===== config.mk =====
export PLATFORM = sky130hd
export DESIGN_NAME = modulo_overflow_timer
export DESIGN_NICKNAME = d
export VERILOG_FILES = /design/src/rtl/mtim_pkg.sv /design/src/rtl/modulo_overflow_timer.sv
export SDC_FILE = /design/constraint.sdc
export NUM_CORES = 1
export LEC_CHECK = 0
export BUFFER_PORTS_ARGS = -buffer_cell sky130_fd_sc_hd__buf_4
export CORE_ASPECT_RATIO = 1.4
export CORE_UTILIZATION = 40
export CTS_BUF_LIST = sky130_fd_sc_hd__clkbuf_16
export DETAILED_ROUTE_END_ITERATION = 10
export PLACE_DENSITY = 0.7
export SKIP_LAST_GASP = 1
export SYNTH_ARGS = -nofsm -noshare
export SYNTH_HDL_FRONTEND = slang
export SYNTH_SLANG_ARGS = --single-unit

===== constraint.sdc =====
create_clock -name mclk -period 4.24 [get_ports mclk]
set_input_delay 0.848 -clock mclk [delete_from_list [all_inputs] [get_ports mclk]]
set_output_delay 0.848 -clock mclk [all_outputs]
set_load 0.01 [all_outputs]

===== src/rtl/mtim_pkg.sv =====
// Shared constants, bus carriers and enumerations for the modulo overflow timer
package mtim_pkg;

  // Bus widths
  localparam int unsigned APB_ADDR_W   = 12;
  localparam int unsigned APB_DATA_W   = 32;

  // Register byte offsets
  localparam logic [11:0] STATUS_OFFSET = 12'h000;
  localparam logic [11:0] CLOCK_OFFSET  = 12'h004;
  localparam logic [11:0] COUNT_OFFSET  = 12'h008;
  localparam logic [11:0] LIMIT_OFFSET  = 12'h00c;
  localparam logic [11:0] MODE_OFFSET   = 12'h010;

  // timer_status_control field positions
  localparam int unsigned FLAG_BIT      = 7;
  localparam int unsigned IRQ_EN_BIT    = 6;
  localparam int unsigned CLEAR_BIT     = 5;
  localparam int unsigned HALT_BIT      = 4;

  // timer_clock_config field positions
  localparam int unsigned SRC_LSB       = 4;
  localparam int unsigned DIV_LSB       = 0;

  // Largest prescale code; higher codes fold onto it
  localparam logic [3:0]  DIV_MAX       = 4'h8;

  // Reset values
  localparam logic        HALT_RESET    = 1'b1;
  localparam logic        IRQ_EN_RESET  = 1'b0;
  localparam logic [7:0]  COUNT_RESET   = 8'h00;
  localparam logic [7:0]  LIMIT_RESET   = 8'h00;
  localparam logic [1:0]  SRC_RESET     = 2'h0;
  localparam logic [3:0]  DIV_RESET     = 4'h0;

  // Count source encodings
  typedef enum logic [1:0] {
    src_bus      = 2'h0,
    src_fixed    = 2'h1,
    src_ext_fall = 2'h2,
    src_ext_rise = 2'h3
  } count_source_t;

  // Counter modes, Gray coded along stopped, free, wrapping
  typedef enum logic [1:0] {
    mode_stopped = 2'h0,
    mode_free    = 2'h1,
    mode_wrap    = 2'h3
  } count_mode_t;

  // APB request from the master
  typedef struct packed {
    logic [11:0] paddr;
    logic        psel;
    logic        penable;
    logic        pwrite;
    logic [31:0] pwdata;
    logic [3:0]  pstrb;
  } apb_req_t;

  // APB answer from this slave
  typedef struct packed {
    logic [31:0] prdata;
    logic        pready;
    logic        pslverr;
  } apb_rsp_t;

endpackage


===== src/rtl/modulo_overflow_timer.sv =====
// Modulo overflow timer with prescaler, selectable count source and APB registers
// Operation
// - Count register is read-only, writes ignored, cleared to zero by reset.
// - Limit zero while running means free count over the whole range.
// - Any limit write zeroes the count and clears the wrap flag.
// - Three modes: stopped, free, wrapping; reset leaves it stopped.
// - Nonzero limit while running means wrapping mode.
// - Reset picks bus clock, divide-by-1, count and limit zero.
// - Writing status with halt cleared starts counting, free if limit zero.
// - Four sources: bus clock, fixed clock, pin falling or rising edges.
// - Changing source while active keeps the count and continues.
// - Prescaler divides by 1, 2, 4 up to 256 by divider code.
// - Changing divider while active keeps the count and continues.
// - Divider code 0010 gives divide-by-4.
// - Any limit from 01 to ff is a valid wrap point.
// - Count increments per tick until equal to limit, then wraps to zero.
// - Wrap flag sets exactly on the limit-to-zero transition, or the ff-to-zero one with limit zero.
// - A zero write clears the flag only after a status read with flag set.
// - A wrap between that read and write cancels the clear.
// - Writing one to the clear strobe also clears the wrap flag.
// - Interrupt request asserts while flag and interrupt enable are both set.
// - Halt freezes the count, clearing it resumes; reset sets halt.
// - Clear strobe zeroes the count and always reads as zero.
// - Source codes: 00 bus, 01 fixed, 10 pin falling, 11 pin rising.
// - Divider codes ascend in powers of two; codes above eight give 256.
`timescale 1ns/1ps
`default_nettype none

module modulo_overflow_timer #(
  parameter int unsigned COUNT_W    = 8,
  parameter int unsigned PRESCALE_W = 8
) (
  input  wire logic              mclk,
  input  wire logic              reset,
  input  wire mtim_pkg::apb_req_t apb_req,
  output var  mtim_pkg::apb_rsp_t apb_rsp,
  input  wire logic              fixed_rate_clock,
  input  wire logic              external_count_pin,
  output var  logic              wrap_irq
);

  // Register map: one 32-bit word each, data in bits 7:0
  //   000 timer_status_control
  //       7   wrap_flag, read; writing 0 clears once armed
  //       6   wrap_irq_enable, read/write
  //       5   count_clear_strobe, write 1 only, reads 0
  //       4   count_halt, read/write, set by reset
  //       3:0 read as zero
  //   004 timer_clock_config
  //       5:4 source_select
  //       3:0 divider_select
  //   008 event_count_value, read only
  //   00c wrap_limit, read/write
  //   010 counter mode, read only
  //       00 stopped, 01 free running, 11 wrapping
  //   Any other address answers with pslverr
  // Counting
  //   Pins pass three flops; stages two and three must agree
  //   Source ticks feed the prescaler only while running
  //   Prescale tick when its low n bits are all ones, ratio 2^n
  //   Divider codes above eight give divide-by-256
  //   Count wraps to zero at the limit, or at ff with limit zero
  //   Limit write and clear strobe zero count, flag and prescaler
  //   A wrap in the same cycle as a clear keeps the flag set
  // Timing
  //   Zero wait states: pready follows setup by one cycle
  //   Writes land on the completing access edge
  //   Pin edges reach the counter three to four cycles late
  //   Halt changes land with the write; mode shows one cycle after it
  //   Arming needs the returned flag, not the live one
  //   The interrupt lags flag and enable by one cycle

  // Outside inputs, fixed clock at index 0 and count pin at index 1
  logic [1:0]                pin_in;
  logic [1:0]                sync1_reg;
  logic [1:0]                sync2_reg;
  logic [1:0]                sync3_reg;
  logic [1:0]                level_reg;
  logic [1:0]                rise_pulse;
  logic [1:0]                fall_pulse;

  // Register state
  logic                      wrap_flag_reg;
  logic                      wrap_irq_enable_reg;
  logic                      count_halt_reg;
  logic                      clear_armed_reg;
  mtim_pkg::count_source_t   source_select_reg;
  logic [3:0]                divider_select_reg;
  logic [COUNT_W-1:0]        event_count_value_reg;
  logic [COUNT_W-1:0]        wrap_limit_reg;
  mtim_pkg::count_mode_t     mode_reg;
  mtim_pkg::count_mode_t     mode_next;
  logic [PRESCALE_W-1:0]     prescale_reg;

  // Bus decode and strobes
  logic                      setup_phase;
  logic                      access_done;
  logic                      write_done;
  logic                      sel_status;
  logic                      sel_clock;
  logic                      sel_count;
  logic                      sel_limit;
  logic                      sel_mode;
  logic                      addr_ok;
  logic [31:0]               read_next;
  logic                      status_write;
  logic                      clock_write;
  logic                      limit_write;
  logic                      status_read_done;
  logic                      clear_strobe;
  logic                      clear_event;
  logic                      flag_clear;

  // Counting path
  logic                      running;
  logic                      source_tick;
  logic [3:0]                ratio_code;
  logic [PRESCALE_W-1:0]     ratio_mask;
  logic                      prescale_tick;
  logic                      at_wrap_point;
  logic                      wrap_event;

  // Mask with the low n bits set
  function automatic logic [PRESCALE_W-1:0] low_mask(input logic [3:0] n);
    logic [PRESCALE_W-1:0] m;
    m = '0;
    for (int i = 0; i < PRESCALE_W; i++) begin
      m[i] = (i < int'(n));
    end
    return m;
  endfunction

  assign pin_in = {external_count_pin, fixed_rate_clock};

  // Only stage two reads stage one, to contain metastability
  // Three-stage synchroniser and filtered edge detect per input
  for (genvar g = 0; g < 2; g++) begin : g_sync
    always_ff @(posedge mclk or posedge reset) begin
      if (reset) begin
        sync1_reg[g] <= 1'b0;
        sync2_reg[g] <= 1'b0;
        sync3_reg[g] <= 1'b0;
        level_reg[g] <= 1'b0;
      end else begin
        sync1_reg[g] <= pin_in[g];
        sync2_reg[g] <= sync1_reg[g];
        sync3_reg[g] <= sync2_reg[g];
        if (sync2_reg[g] == sync3_reg[g]) begin
          level_reg[g] <= sync3_reg[g];
        end
      end
    end

    // One-cycle enables once stages two and three agree
    assign rise_pulse[g] = (sync2_reg[g] == sync3_reg[g]) && sync3_reg[g] && !level_reg[g];
    assign fall_pulse[g] = (sync2_reg[g] == sync3_reg[g]) && !sync3_reg[g] && level_reg[g];
  end

  // Count source selection, no state touched on change
  always_comb begin
    case (source_select_reg)
      mtim_pkg::src_bus:      source_tick = 1'b1;
      mtim_pkg::src_fixed:    source_tick = rise_pulse[0];
      mtim_pkg::src_ext_fall: source_tick = fall_pulse[1];
      mtim_pkg::src_ext_rise: source_tick = rise_pulse[1];
      default:                source_tick = 1'b1;
    endcase
  end

  // Folding keeps the mask inside the prescaler width
  // Prescale ratio 2^code, codes above the top fold onto 256
  assign ratio_code    = (divider_select_reg > mtim_pkg::DIV_MAX) ? mtim_pkg::DIV_MAX : divider_select_reg;
  assign ratio_mask    = low_mask(ratio_code);
  assign prescale_tick = source_tick && ((prescale_reg & ratio_mask) == ratio_mask);

  // A free-running wrap from ff also sets the flag
  // Wrap point: limit match, or all ones when free running
  assign running       = !count_halt_reg;
  assign at_wrap_point = (wrap_limit_reg != '0) ? (event_count_value_reg == wrap_limit_reg)
                                                : (event_count_value_reg == {COUNT_W{1'b1}});
  assign wrap_event    = running && prescale_tick && at_wrap_point;

  // APB phase detection
  assign setup_phase = apb_req.psel && !apb_req.penable;
  assign access_done = apb_req.psel && apb_req.penable && apb_rsp.pready;
  assign write_done  = access_done && apb_req.pwrite && apb_req.pstrb[0] && !apb_rsp.pslverr;

  // Exact word match; misaligned addresses are unmapped
  // Address decode
  always_comb begin
    sel_status = 1'b0;
    sel_clock  = 1'b0;
    sel_count  = 1'b0;
    sel_limit  = 1'b0;
    sel_mode   = 1'b0;
    if (apb_req.paddr == mtim_pkg::STATUS_OFFSET) begin
      sel_status = 1'b1;
    end else if (apb_req.paddr == mtim_pkg::CLOCK_OFFSET) begin
      sel_clock = 1'b1;
    end else if (apb_req.paddr == mtim_pkg::COUNT_OFFSET) begin
      sel_count = 1'b1;
    end else if (apb_req.paddr == mtim_pkg::LIMIT_OFFSET) begin
      sel_limit = 1'b1;
    end else if (apb_req.paddr == mtim_pkg::MODE_OFFSET) begin
      sel_mode = 1'b1;
    end
  end

  assign addr_ok = sel_status || sel_clock || sel_count || sel_limit || sel_mode;

  // Read data mux, unused bits read zero
  always_comb begin
    read_next = '0;
    if (sel_status) begin
      read_next[mtim_pkg::FLAG_BIT]   = wrap_flag_reg;
      read_next[mtim_pkg::IRQ_EN_BIT] = wrap_irq_enable_reg;
      read_next[mtim_pkg::CLEAR_BIT]  = 1'b0;
      read_next[mtim_pkg::HALT_BIT]   = count_halt_reg;
    end else if (sel_clock) begin
      read_next[mtim_pkg::SRC_LSB +: 2] = source_select_reg;
      read_next[mtim_pkg::DIV_LSB +: 4] = divider_select_reg;
    end else if (sel_count) begin
      read_next[COUNT_W-1:0] = event_count_value_reg;
    end else if (sel_limit) begin
      read_next[COUNT_W-1:0] = wrap_limit_reg;
    end else if (sel_mode) begin
      read_next[1:0] = mode_reg;
    end
  end

  // Writes need pstrb bit zero; count and mode writes fall away
  // Write and read completion strobes
  assign status_write     = write_done && sel_status;
  assign clock_write      = write_done && sel_clock;
  assign limit_write      = write_done && sel_limit; // count writes fall through
  assign status_read_done = access_done && !apb_req.pwrite && sel_status;
  assign clear_strobe     = status_write && apb_req.pwdata[mtim_pkg::CLEAR_BIT];
  assign clear_event      = limit_write || clear_strobe;
  assign flag_clear       = clear_event
                          || (status_write && !apb_req.pwdata[mtim_pkg::FLAG_BIT] && clear_armed_reg);

  // Read data is captured at setup and held until the next setup
  // Bus answer: one wait-free access phase, error on unmapped address
  always_ff @(posedge mclk or posedge reset) begin
    if (reset) begin
      apb_rsp <= '0;
    end else if (setup_phase) begin
      apb_rsp.pready  <= 1'b1;
      apb_rsp.pslverr <= !addr_ok;
      apb_rsp.prdata  <= apb_req.pwrite ? 32'h0000_0000 : read_next;
    end else begin
      apb_rsp.pready  <= 1'b0;
      apb_rsp.pslverr <= 1'b0;
    end
  end

  // Status control bits
  always_ff @(posedge mclk or posedge reset) begin
    if (reset) begin
      count_halt_reg      <= mtim_pkg::HALT_RESET;
      wrap_irq_enable_reg <= mtim_pkg::IRQ_EN_RESET;
    end else if (status_write) begin
      count_halt_reg      <= apb_req.pwdata[mtim_pkg::HALT_BIT];
      wrap_irq_enable_reg <= apb_req.pwdata[mtim_pkg::IRQ_EN_BIT];
    end
  end

  // Clock configuration
  always_ff @(posedge mclk or posedge reset) begin
    if (reset) begin
      source_select_reg  <= mtim_pkg::count_source_t'(mtim_pkg::SRC_RESET);
      divider_select_reg <= mtim_pkg::DIV_RESET;
    end else if (clock_write) begin
      source_select_reg  <= mtim_pkg::count_source_t'(apb_req.pwdata[mtim_pkg::SRC_LSB +: 2]);
      divider_select_reg <= apb_req.pwdata[mtim_pkg::DIV_LSB +: 4];
    end
  end

  // Wrap limit
  always_ff @(posedge mclk or posedge reset) begin
    if (reset) begin
      wrap_limit_reg <= COUNT_W'(mtim_pkg::LIMIT_RESET);
    end else if (limit_write) begin
      wrap_limit_reg <= apb_req.pwdata[COUNT_W-1:0];
    end
  end

  // Prescaler advances only while running, restarts with the count
  always_ff @(posedge mclk or posedge reset) begin
    if (reset) begin
      prescale_reg <= '0;
    end else if (clear_event) begin
      prescale_reg <= '0;
    end else if (running && source_tick) begin
      prescale_reg <= prescale_reg + PRESCALE_W'(1);
    end
  end

  // Main counter
  always_ff @(posedge mclk or posedge reset) begin
    if (reset) begin
      event_count_value_reg <= COUNT_W'(mtim_pkg::COUNT_RESET);
    end else if (clear_event) begin
      event_count_value_reg <= '0;
    end else if (running && prescale_tick) begin
      if (wrap_event) begin
        event_count_value_reg <= '0;
      end else begin
        event_count_value_reg <= event_count_value_reg + COUNT_W'(1);
      end
    end
  end

  // Losing a wrap is worse than repeating a clear
  // Wrap flag, a wrap in the same cycle beats any clear
  always_ff @(posedge mclk or posedge reset) begin
    if (reset) begin
      wrap_flag_reg <= 1'b0;
    end else if (wrap_event) begin
      wrap_flag_reg <= 1'b1;
    end else if (flag_clear) begin
      wrap_flag_reg <= 1'b0;
    end
  end

  // Any status write disarms, so a stale read cannot clear a later wrap
  // Clear arming: status read that returned the flag set
  always_ff @(posedge mclk or posedge reset) begin
    if (reset) begin
      clear_armed_reg <= 1'b0;
    end else if (wrap_event) begin
      clear_armed_reg <= 1'b0;
    end else if (status_write) begin
      clear_armed_reg <= 1'b0;
    end else if (status_read_done && apb_rsp.prdata[mtim_pkg::FLAG_BIT]) begin
      clear_armed_reg <= 1'b1;
    end
  end

  // Mode tracking
  always_comb begin
    if (count_halt_reg) begin
      mode_next = mtim_pkg::mode_stopped;
    end else if (wrap_limit_reg == '0) begin
      mode_next = mtim_pkg::mode_free;
    end else begin
      mode_next = mtim_pkg::mode_wrap;
    end
  end

  // Registered mode, read back at the mode offset
  always_ff @(posedge mclk or posedge reset) begin
    if (reset) begin
      mode_reg <= mtim_pkg::mode_stopped;
    end else begin
      mode_reg <= mode_next;
    end
  end

  // Lags flag and enable by one cycle; no other source
  // Interrupt request
  always_ff @(posedge mclk or posedge reset) begin
    if (reset) begin
      wrap_irq <= 1'b0;
    end else begin
      wrap_irq <= wrap_flag_reg && wrap_irq_enable_reg;
    end
  end

endmodule

`default_nettype wire


Word level (Yosys, flattened, before mapping)
Index checks and enable logic that the tools add are counted.

$lt $le $gt $ge: 9. Add/sub/neg operators: 2. Bitwise gates (word level): 1. $mul: 0. Divide/modulo/power cells: 0. Multiplexer cells: 40. Shift operators: 0. Reduce and logical (&&, ||, !) cells: 49. Eq/ne operators: 12.

Operators with widths (count): 8-bit two-way mux (7); 1-bit logical AND (26); 12-bit by 4-bit equality test with 1-bit output, second input constant (2); 1-bit two-way mux (21); 8-bit by 1-bit adder with 8-bit output, second input constant (2); 8-bit equality test (2); 3-bit by 4-bit < comparator with 1-bit output, first input constant (4); 12-bit by 3-bit equality test with 1-bit output, second input constant (1); 12-bit by 5-bit equality test with 1-bit output, second input constant (1); 12-bit zero test (1); 2-bit two-way mux (6); 4-bit two-way mux (3); 6-bit two-way mux (2); 1-bit zero test (9); 8-bit AND (1); 8-bit equality test, second input constant (1); 8-bit zero test (1); 1-bit by 4-bit < comparator with 1-bit output, first input constant (2); 2-bit by 4-bit < comparator with 1-bit output, first input constant (2); 8-bit nonzero test (1); 1-bit logical OR (6); 2-bit nonzero test (3); 2-bit equality test, second input constant (2); 4-bit greater-than comparator, second input constant (1); other kinds (5) (6).

Memories: 0. Bits in read-only memories: 0. Bits in registers: 79. RAM bits: 0. Latch bits: 0. Word-level logic and storage cells: 135.

Longest topological paths before layout
Depth after elaboration: 12. Mapped depth: 9. Mapped depth without buffers: 8.

Least setup slack after synthesis
OpenSTA, ideal clock, no wires.

Path kind: in2reg. Start: input port apb_req[43] in the netlist's numbering. End: register wrap_limit_reg[0]. Stages: 7. Path slack: 1.605 ns. Arrival time: 2.510 ns. Cells stage by stage: clkbuf_1 -> nand4b_1 -> or3_1 -> nor2_1 -> and2_1 -> clkbuf_1 -> mux2_2.

Longest elaborated chain between the ends: 6. Elaborated cells on any way between the ends: 9.

RTL lines: start: declaration (line modulo_overflow_timer.sv:35) `input wire mtim_pkg::apb_req_t apb_req,`; 12-bit by 4-bit equality test with 1-bit output (line modulo_overflow_timer.sv:202) `end else if (apb_req.paddr == mtim_pkg::LIMIT_OFFSET) begin`; 1-bit two-way mux (line modulo_overflow_timer.sv:202); 1-bit two-way mux (line modulo_overflow_timer.sv:200) `end else if (apb_req.paddr == mtim_pkg::COUNT_OFFSET) begin`; 1-bit two-way mux (line modulo_overflow_timer.sv:198) `end else if (apb_req.paddr == mtim_pkg::CLOCK_OFFSET) begin`; 1-bit two-way mux * (line modulo_overflow_timer.sv:196) `if (apb_req.paddr == mtim_pkg::STATUS_OFFSET) begin`; 1-bit logical AND * (line modulo_overflow_timer.sv:235) `assign limit_write = write_done && sel_limit;`; end signal: assignment (line modulo_overflow_timer.sv:282) `wrap_limit_reg <= COUNT_W'(mtim_pkg::LIMIT_RESET);`; end signal: assignment (line modulo_overflow_timer.sv:284) `wrap_limit_reg <= apb_req.pwdata[COUNT_W-1:0];`; end: declaration (line modulo_overflow_timer.sv:90) `logic [COUNT_W-1:0] wrap_limit_reg;`.

Every way passes the cells marked *; elsewhere a longest branch is shown, timed or not. A chain may end at the register's enable or synchronous reset.

Worst setup path after layout
Start: register sync2_reg[1]. End: register event_count_value_reg[5].

Longest elaborated chain between the ends: 10. Elaborated cells on any way between the ends: 13.

RTL lines: start: declaration (line modulo_overflow_timer.sv:76) `logic [1:0] sync2_reg;`; start signal: indexed assignment (line modulo_overflow_timer.sv:146) `sync2_reg[g] <= sync1_reg[g];`; 1-bit equality test * (line modulo_overflow_timer.sv:155, modulo_overflow_timer.sv:156); 1-bit logical AND, on equally long branches (2 in a row) (line modulo_overflow_timer.sv:155, modulo_overflow_timer.sv:156); 1-bit case mux with 4 select lines * (line modulo_overflow_timer.sv:161) `case (source_select_reg)`; 1-bit logical AND * (line modulo_overflow_timer.sv:174) `assign prescale_tick = source_tick && ((prescale_reg & ratio_mask) == ratio_mask);`; 1-bit logical AND * (line modulo_overflow_timer.sv:181, modulo_overflow_timer.sv:305); 1-bit logical AND (line modulo_overflow_timer.sv:181) `assign wrap_event = running && prescale_tick && at_wrap_point;`; 8-bit two-way mux (line modulo_overflow_timer.sv:306) `if (wrap_event) begin`; 8-bit two-way mux (line modulo_overflow_timer.sv:305) `end else if (running && prescale_tick) begin`; 8-bit two-way mux (line modulo_overflow_timer.sv:303) `end else if (clear_event) begin`; end signal: assignment (line modulo_overflow_timer.sv:302) `event_count_value_reg <= COUNT_W'(mtim_pkg::COUNT_RESET);`; end signal: assignment (line modulo_overflow_timer.sv:309) `event_count_value_reg <= event_count_value_reg + COUNT_W'(1);`; end: declaration (line modulo_overflow_timer.sv:89) `logic [COUNT_W-1:0] event_count_value_reg;`.

Every way passes the cells marked *; elsewhere a longest branch is shown, timed or not. The select of a mux whose other input is x is not followed.

==> summary.md <==
| Metric | Value |
|---|---|
| Setup TNS | 0 ns |
| Setup Crit Path Kind | reg -> reg |
| Fin Hold WS | approximately 0.35 ns |
| Synth warn | 0 |
| Setup WS pre-CTS | approximately 1.4 ns |
| Status | finished, final reports clean |
| Most common cell after layout, fill and taps aside | dfrtp_1 |
| Vias in the first global route | around 2300 |
| IO Count | 90 |
| CTS tree | done |
| DR WL/cell | 15.5 um |
| GPL Wtd Cong | 0.827 |
| FMAX | around 380 MHz |
| Global route total overflow | 0 |
| Seq pwr share | 0.514 |
| Die X | around 77 um |
| Sw power | about 0.38 mW |
| Setup Skew | between 0.003 and 0.004 ns |
| Pre-Repair DR Iteration Count | 4 |
| Biggest register | apb_rsp |
| Port buffer count | 38 |
| Crit path max fanout | 10 |
| PwrDens | ~380 nW/um^2 |
| Largest register FFs | 10 |
| Root buffer cell | clkbuf_16 |
| Core ar. | between 7000 and 8000 um^2 |
| Worst Path Arrival | 2.81 ns |
| EDFF count, synth | 0 |
| Worst vdd rail ir drop | around 210 uV |
| Final setup viols | 0 |
| Final net count | 401 |
| Final ANT Viol Nets | 0 |
| Sw frac | 0.286 |
| Post-Synthesis Cell Area | between 3000 and 4000 um^2 |
| Fin util | 0.475 |
| Clock Latency Late Sink | ~0.29 ns |
| Sequential-to-total area share from yosys stat | 0.442 |
| Most frequent cells in the layout | dfrtp_1, buf_4, conb_1 |
| Crit. End Element | flip-flop |
| Leakage | 1.60 nW |
| Pint | approximately 0.96 mW |
| Number of diodes | 0 |
| Vias/cell | around 5.5 |
| Relative slew slack | 0.301 |
| Final non-filler cell total | 439 |
| Routed wire length | approximately 6.8 mm |
| Syn_area_per_cell | between 10 and 15 um^2 |
| Dpl cell area | ~3400 um^2 |
| Via count | 2428 |
| Slew @ Worst Pin | between 1 and 1.5 ns |
| Die height | 106 um |
| DR iter-0 viols | approximately 120 |
| Hpwl dp | a little under 5 mm |
| Logic pwr share | 0.152 |
| Critical path required time | 4.43 ns |
| Pins Over Slew Limit | 0 |
| RSZ-0062 raised after global routing | false |
| Synth async-reset ratio | 1.00 |
| Die area | 8150 um^2 |
| Largest net degree at the start of global routing | 33 |
| Post-CTS Resized | 0 |
| Layout area overhead | 13.7% |
| Post-synth cell types | slightly below 60 |
| Syn Inst Count | ~300 |
| CP Launch Type | flip-flop |
| Fin worst setup slack | 1.61 ns |
| TritonCTS Buffers | 5 |
| Placed Instances | roughly 430 |
| HP Class | reg -> reg |
| Final non-filler cell area | around 3500 um^2 |
| Reg clk slew, reported paths | around 0.07 ns |
| Sinks on Clock Net | 55 |
| DRC viols | 0 |
| Min cycle time layout | ~2.6 ns |
| Htree depth | 2 |
| Pwr Total | ~1.3 mW |
| Initial antenna violation count | 0 |
| Fin crit share | 0.619 |
| Post-CTS setup repair buffer count | 0 |
| GRT Util Overall | 0.179 |
| Effective utilization at floorplan | 0.418 |
| Std-Cell Rows | 37 |
| Global-route wire length before repair | around 11 mm |
| Post-CTS Hold Fix Bufs | 0 |
| Share of layout cells above drive strength 1 | 0.219 |
| Clock Path Buffers | 2 |
| Yosys reg bits | 55 |
| Clock group share of total power | 0.334 |
| Final Hold Violating Endpoints | 0 |
| Main synth FF type | dfrtp_1 |
| # Max-Cap Violations | 0 |
[final cells by class]
cell class                      count  area (um^2)
Clock inverter                      3         37.5
Sequential cell                    55         1380
Multi-Input combinational cell    227         1540
Fill cell                         704         3910
Clock buffer                        5          125
Tap cell                           97          121
Timing Repair Buffer               40          300
Inverter                           12         45.0
[worst max-delay path, cell delays in order (launching register included)]
cell      delay (ns)
dfrtp_1         0.40
inv_1           0.07
ha_1            0.13
nand2_1         0.05
a31oi_1         0.28
o211ai_1        0.19
or3_1           0.57
or4_1           0.56
a221oi_1        0.27
[cell usage after synthesis (all sizes together) (6+ instances only)]
cell,n,area (um^2)
dfrtp,54,1350
buf,28,205
nand2,22,82.6
nor2,21,81.3
mux2,20,225
inv,12,45.0
a21oi,10,50.1
clkbuf,10,37.5
nor3,10,55.1
o21ai,10,50.1
o211ai,7,52.6
xor2,7,61.3
nand3,6,30.0
nand4,6,37.5
[per-layer routing]
metal / wire length (um) / track usage / vias to the layer above
met4: 179 / 0.0810 / 0
met3: 348 / 0.0343 / 13
li1: - / - / 1145
met2: 3550 / 0.322 / 81
met5: 0 / 0 / -
met1: 2720 / 0.204 / 1189
[path summary, 6_finish.rpt]
path	from	to	slack, ns	cells past startpoint
setup / recovery	sync2_reg[1]$_DFF_PP0_	event_count_value_reg[5]$_DFFE_PP0P_	1.61	8
hold / removal	sync1_reg[1]$_DFF_PP0_	sync2_reg[1]$_DFF_PP0_	0.35	0
setup reg to reg	sync2_reg[1]$_DFF_PP0_	event_count_value_reg[5]$_DFFE_PP0P_	1.61	8
hold reg to reg	sync1_reg[1]$_DFF_PP0_	sync2_reg[1]$_DFF_PP0_	0.35	0
max in group asynchronous	reset	event_count_value_reg[0]$_DFFE_PP0P_	2.87	3
min in group asynchronous	reset	sync1_reg[0]$_DFF_PP0_	0.59	2
[power groups by stage]
stage | registers (mW) | logic [mW] | clock network (mW)
2_1_floorplan | 0.634 | 0.204 | 0
3_3_place_gp | 0.693 | 0.192 | 0
3_5_place_dp | 0.697 | 0.201 | 0
4_1_cts | 0.686 | 0.205 | 0.457
5_1_grt | 0.697 | 0.229 | 0.477
6_report | 0.689 | 0.204 | 0.448
[cell families after synthesis]
kind of cell,share of synthesized area
and+or+nand+nor,0.180
muxes,0.0924
DFF,0.442
other,0.00120
xor gates and xnor gates,0.0281
AOI/OAI and AO/OA,0.143
buffers and inverters,0.0924
adders and majority gates,0.0201
Power figures use the tool's default switching activity.
